--- src/eclv_map.vh ---
// Summary of operation
// RL1: during an alarm the analog output shows an error level, not temperature
// RL2: thirteen distinct output levels, one per error class
// RL3: calibration or configuration errors alternate at 1 Hz with full scale
// RL4: start during an alternating warning freezes the output level
// RL5: start during a warning escalates it to a fault, lamp and relay on
// RL6: an alarm stays latched until power is cycled
// RL7: far side ignores levels while the device powers down
// RL8: far side decodes with a tolerance window per level
// RL9: the full error code is kept and offered to the diagnostic port
// RL10: error 101 gives the first level as a continuous fault
// RL11: error 102 gives the second level, 1.33 V
// RL12: error 103 gives the third level, 2.00 V
// RL13: errors 107, 108, 307 to 310 give the fourth level, 2.66 V
// RL14: errors 201 to 203 give the fifth level, 3.33 V
// RL15: error 304 gives the sixth level, 4.00 V
// RL16: errors 9xx give the seventh level, 4.66 V
// RL17: the alternation uses equal half periods from the system clock
`ifndef ECLV_MAP_VH
`define ECLV_MAP_VH
`define ECLV_CLK_HZ        10000000
`define ECLV_TOGGLE_HZ     1
// half of one 1 Hz period at the system clock, sized for the divider
`define ECLV_HALF_CYC      25'h04C4B40
`define ECLV_DAC_W         10
`define ECLV_CODE_W        10
`define ECLV_LVL_W         4
// dac codes in 10 mV units, 10 V full scale
`define ECLV_DAC_FULL      10'h3E8
`define ECLV_LVL_NONE      4'h0
`define ECLV_LVL_FULL      4'hD
`define ECLV_CODE_NONE     10'h000
`endif

--- src/eclv_level_map.v ---
`default_nettype none
`include "eclv_map.vh"
module eclv_level_map (
    input  wire [`ECLV_CODE_W-1:0] code,
    output reg  [`ECLV_LVL_W-1:0]  level,
    output reg  [`ECLV_DAC_W-1:0]  dac,
    output reg                     toggling
);
    always @* begin
        level    = `ECLV_LVL_NONE;
        toggling = 1'b0;
        case (code)
            10'h065: level = 4'h1; // RL10
            10'h066: level = 4'h2; // RL11
            10'h067: level = 4'h3; // RL12
            10'h06B, 10'h06C, 10'h133, 10'h134,
            10'h135, 10'h136: level = 4'h4; // RL13
            10'h0C9, 10'h0CA, 10'h0CB: level = 4'h5; // RL14
            10'h130: level = 4'h6; // RL15
            10'h068: begin
                level    = 4'h8;
                toggling = 1'b1; // RL3
            end
            10'h069, 10'h06F, 10'h070, 10'h071, 10'h072: begin
                level    = 4'h9;
                toggling = 1'b1; // RL3
            end
            10'h06A: begin
                level    = 4'h9;
                toggling = 1'b1; // RL3
            end
            10'h12E: begin
                level    = 4'hA;
                toggling = 1'b1; // RL3
            end
            10'h12F: begin
                level    = 4'hB;
                toggling = 1'b1; // RL3
            end
            10'h0D3: begin
                level    = 4'hC;
                toggling = 1'b1; // RL3
            end
            default: begin
                if (code >= 10'h384 && code <= 10'h3E7)
                    level = 4'h7; // RL16
            end
        endcase
    end
    // RL2: twelve steps of 10 V / 15 plus full scale, codes in 10 mV units
    always @* begin
        case (level)
            4'h1:    dac = 10'h042;
            4'h2:    dac = 10'h085;
            4'h3:    dac = 10'h0C8;
            4'h4:    dac = 10'h10A;
            4'h5:    dac = 10'h14D;
            4'h6:    dac = 10'h190;
            4'h7:    dac = 10'h1D2;
            4'h8:    dac = 10'h215;
            4'h9:    dac = 10'h258;
            4'hA:    dac = 10'h29A;
            4'hB:    dac = 10'h2DD;
            4'hC:    dac = 10'h320;
            4'hD:    dac = `ECLV_DAC_FULL;
            default: dac = 10'h000;
        endcase
    end
endmodule
`default_nettype wire

--- src/eclv_encoder.v ---
`default_nettype none
`include "eclv_map.vh"
module eclv_encoder #(
    parameter [24:0] HALF = `ECLV_HALF_CYC
) (
    input  wire                    clk,
    input  wire                    nrst,
    input  wire [`ECLV_CODE_W-1:0] err_code,
    input  wire                    err_valid,
    input  wire [`ECLV_DAC_W-1:0]  temp_value,
    input  wire                    start_pin,
    output reg  [`ECLV_DAC_W-1:0]  dac_out,
    output reg  [`ECLV_CODE_W-1:0] diag_code,
    output reg  [`ECLV_LVL_W-1:0]  diag_level,
    output reg                     alarm_active,
    output reg                     alarm_fault,
    output reg                     alarm_relay
);
    localparam [1:0] ST_IDLE  = 2'b01;
    localparam [1:0] ST_ALARM = 2'b10;

    reg [2:0]                 start_sync;
    reg                       start_level;
    reg [1:0]                 state;
    reg [`ECLV_CODE_W-1:0]    held_code;
    reg                       escalated;
    reg [24:0]                half_cnt;
    reg                       phase_hi;
    wire [`ECLV_LVL_W-1:0]    map_level;
    wire [`ECLV_DAC_W-1:0]    map_dac;
    wire                      map_toggle;

    eclv_level_map u_map (
        .code     (held_code),
        .level    (map_level),
        .dac      (map_dac),
        .toggling (map_toggle)
    );

    // start pin synchroniser, change accepted when stages 2 and 3 agree
    always @(posedge clk) begin
        if (!nrst) begin
            start_sync  <= 3'b000;
            start_level <= 1'b0;
        end else begin
            start_sync <= {start_sync[1:0], start_pin};
            if (start_sync[1] == start_sync[2])
                start_level <= start_sync[2];
        end
    end

    // latch first alarm until power cycle (nrst)
    always @(posedge clk) begin
        if (!nrst) begin
            state     <= ST_IDLE;
            held_code <= `ECLV_CODE_NONE;
            escalated <= 1'b0;
        end else begin
            case (state)
                ST_IDLE: begin
                    if (err_valid && err_code != `ECLV_CODE_NONE) begin
                        held_code <= err_code; // RL9
                        state     <= ST_ALARM; // RL6
                    end
                end
                ST_ALARM: begin
                    if (map_toggle && start_level)
                        escalated <= 1'b1; // RL5
                end
                default: state <= ST_IDLE;
            endcase
        end
    end

    // 1 Hz alternation, equal half periods
    always @(posedge clk) begin
        if (!nrst || state != ST_ALARM || escalated) begin
            half_cnt <= 25'h0000000;
            phase_hi <= 1'b0;
        end else if (half_cnt == HALF - 25'h0000001) begin
            half_cnt <= 25'h0000000;
            phase_hi <= ~phase_hi; // RL17
        end else begin
            half_cnt <= half_cnt + 25'h0000001;
        end
    end

    always @(posedge clk) begin
        if (!nrst) begin
            dac_out      <= 10'h000;
            diag_code    <= `ECLV_CODE_NONE;
            diag_level   <= `ECLV_LVL_NONE;
            alarm_active <= 1'b0;
            alarm_fault  <= 1'b0;
            alarm_relay  <= 1'b0;
        end else if (state == ST_ALARM) begin
            diag_code    <= held_code; // RL9
            diag_level   <= map_level;
            alarm_active <= 1'b1;
            alarm_fault  <= !map_toggle || escalated; // RL5
            alarm_relay  <= !map_toggle || escalated;
            if (map_toggle && !escalated && phase_hi)
                dac_out <= `ECLV_DAC_FULL; // RL3
            else
                dac_out <= map_dac; // RL1 RL4
        end else begin
            dac_out <= temp_value;
        end
    end
endmodule
`default_nettype wire

--- config.mk ---
export PLATFORM = sky130hd
export DESIGN_NAME = eclv_encoder
export DESIGN_NICKNAME = d
export VERILOG_FILES = /design/src/eclv_level_map.v /design/src/eclv_encoder.v
export VERILOG_INCLUDE_DIRS = /design/src
export SDC_FILE = /design/constraint.sdc
export NUM_CORES = 1
export LEC_CHECK = 0
export ABC_AREA = 1
export ABC_CLOCK_PERIOD_IN_PS = 2950
export BUFFER_PORTS_ARGS = -buffer_cell sky130_fd_sc_hd__clkbuf_2
export CAP_MARGIN = 25
export CORE_AREA = 2 2 88 90
export DETAILED_ROUTE_END_ITERATION = 8
export DIE_AREA = 0 0 90 92
export PLACE_DENSITY = 0.67
export SYNTH_ARGS = -nofsm -noshare
export SYNTH_HDL_FRONTEND = slang
export SYNTH_HIERARCHICAL = 1
export SYNTH_SLANG_ARGS = --single-unit
--- constraint.sdc ---
create_clock -name clk -period 2.95 [get_ports clk]
set_clock_uncertainty 0.2 [all_clocks]
set_input_delay 0.59 -clock clk [delete_from_list [all_inputs] [get_ports clk]]
set_output_delay 0.59 -clock clk [all_outputs]
set_load 0.02 [all_outputs]
==> flow_summary.toml <==
[global_route]
track_usage_pct = 20.0
antenna_found_initial = 0
grt_start_max_net_pins = 39
grt_pass1_wl_mm = 13.8
grt_pass1_vias = 3165
grt_overflow = 0

[worst_setup_path]
start_kind = "register"
end_kind = "register"
critPathKind = "register to register"
slowest_stage = "dfxtp_1"
cp.required_ns = 2.99
arrival_ns = 2.45
path_buf_inv = 4
slowest_delay_ns = 0.49
cp_top_family = "simple AND/OR/NAND/NOR gates"
crit_path_frequent_cell = "nand2_1"
crit_chain = "inv_2, nand2_1, nand2_1, nand2_1, nand2_1, nand2_1, nand2_2, inv_2, nand2_1, nor2_2, inv_1, ha_1, inv_1, nand4_1, nand3_1, nand2_1, a21oi_1, nor2_1"
critPathMaxFanout = 6

[yosys]
synth-edff-count = 0
yosys_register_bits = 69
ys_types = 34
synth_top_area_share_pct = 38.3
synthFlopType = "dfxtp_1"
synth_area_leader_cell = "dfxtp_1"
synth_area_mm2 = 0.00361
syn_inst = 528
syn_area_per_cell_um2 = 6.83
yosysWarnings = 6
yosys-top-cells-area = "dfxtp_1 (38%), nor2_1 (12%), nand2_1 (11%)"
synth_nets = 556
ys_seq_area_share_pct = 38.3
ys_async_sr_fraction_pct = 0

[detailed_routing]
wl_mm = 7.98
wire_per_inst_um = 11.7
drc_errors = 0
final_antenna_net_count = 0
drt_iter0_drc = 145
vias_per_cell = 4.91
drt_pre_antenna_iters = 4
vias = 3361

[clocking]
htree_levels = 3
post_cts_buffers = 0
postCtsHoldBufs = 0
path_clk_slew_ns = 0.08
cts-resized-gates = 0
clk_latency_ns = 0.34
numCtsBuffers = 9
numClockSinks = 69
cts_tree = "yes"
root_buffer = "clkbuf_8"
cts_buffer_depth = 2

[placed_design]
gp_congestion = 0.921
hpwl_mm = 5.81
numPortBuffers = 50

[sta]
max_freq_ghz = 0.414
timing.final.crit_period_ns = 2.41
rsz0062_at_grt = "no"
max-slew-margin-rel_pct = 70.4
slew_violations = 0
fin_setup_tns_ns = 0
setup_viol = 0
tightest_slew_ns = 0.444
hold_violations = 0
final.period_utilization_pct = 81.8

[layout]
final_common_cell = "nor2_1"
final_cell_mix = "nor2_1 (118), nand2_1 (105), dfxtp_1 (69)"
num-nets-final = 605
area.growth.synth_to_final_pct = 14.2
diodes = 0
drive_above_1_share_pct = 22.0

[die]
start_util_pct = 48.4
dieArea_mm2 = 0.00828
core_area_mm2 = 0.00745
chipHeight_um = 92
die_x_um = 90
pin_count = 51
row_count = 32

[flow_run]
cap_violations = 0

[status]
status = "finished clean"

[pwr]
peakVddDrop_mv = 0.327
power_w = 0.00198
power_density_mw_per_mm2 = 480
leakage_nw = 1.87

[worst_hold_path]
hp-class = "register to register"
-- final cells by class --
cell class	count	area, um2
multi-input cells	389	1920
inverters	55	209
flip-flops and latches	69	1380
well taps	102	128
clock inverters	6	70.1
fillers	763	3330
clock buffers	10	138
repair buffers	53	273
-- logic make-up after synthesis --
| logic type | after synthesis | share of synthesized area, % |
|---|---|---|
| AOI/OAI and AO/OA | 60 | 8.43 |
| xor gates and xnor gates | 12 | 2.91 |
| adders and majority gates | 4 | 1.39 |
| buffers and inverters | 70 | 8.43 |
| DFF | 69 | 38.3 |
| and+or+nand+nor | 313 | 40.5 |
-- metrics by stage --
step | setup slack, ns | cells | instance area, um2 | util (%) | hold slack (ns)
after floorplan | 0.713 | 528 | 3610 | - | 0.190
after global placement | 0.643 | 668 | 3910 | 52.5 | 0.198
after detailed placement | 0.570 | 668 | 3910 | 52.5 | 0.201
after CTS | 0.548 | 684 | 4120 | 55.3 | 0.214
after global routing | 0.244 | 684 | 4120 | 55.3 | 0.244
final | 0.537 | 684 | 4120 | 55.3 | 0.221
-- tightest hold or removal path, stage by stage (launching register included) --
cell     delay [ns]
dfxtp_1        0.31
nand2_1        0.05
inv_1          0.04
-- report_power, final --
part,internal (W),switching [W]
clock network,0.000421,0.000388
logic,0.0000611,0.000113
registers,0.000962,0.0000298
total,0.00144,0.000531
-- cells in the mapped netlist (2+ instances only) --
cell and count:
a21oi_1 19, buf_2 2, buf_4 2, clkbuf_1 8, dfxtp_1 69, ha_1 4
inv_1 43, inv_2 11, nand2_1 105, nand2_2 8, nand2_4 2, nand3_1 31
nand3_2 6, nand4_1 8, nor2_1 118, nor2_2 22, nor2_4 4, nor3_1 3
o21ai_0 37, o21ai_1 2, xnor2_1 3, xor2_1 9
-- flip-flops by register name (all words and copies together) (netlist names), 2 cells and up --
name and cells:
dac_out 10, diag_code 10, diag_level 4, half_cnt 25, held_code 10, start_sync 3
state 2
-- final timing paths --
| check | start | end | slack, ns | depth (start not counted) |
|---|---|---|---|---|
| max | held_code[0] | dac_out[1] | 0.54 | 18 |
| min reg2reg | start_sync[0] | start_sync[1] | 0.22 | 2 |
| min | start_sync[0] | start_sync[1] | 0.22 | 2 |
| max reg2reg | held_code[0] | dac_out[1] | 0.54 | 18 |
-- metal layers --
metal | track usage [%] | up-vias | wire (um)
met3 | 3.29 | 8 | 416
met1 | 26.2 | 1504 | 3930
li1 | - | 1761 | -
met5 | 0 | - | 0
met4 | 7.44 | 0 | 70
met2 | 33.5 | 88 | 3560
Power figures use the tool's default switching activity.
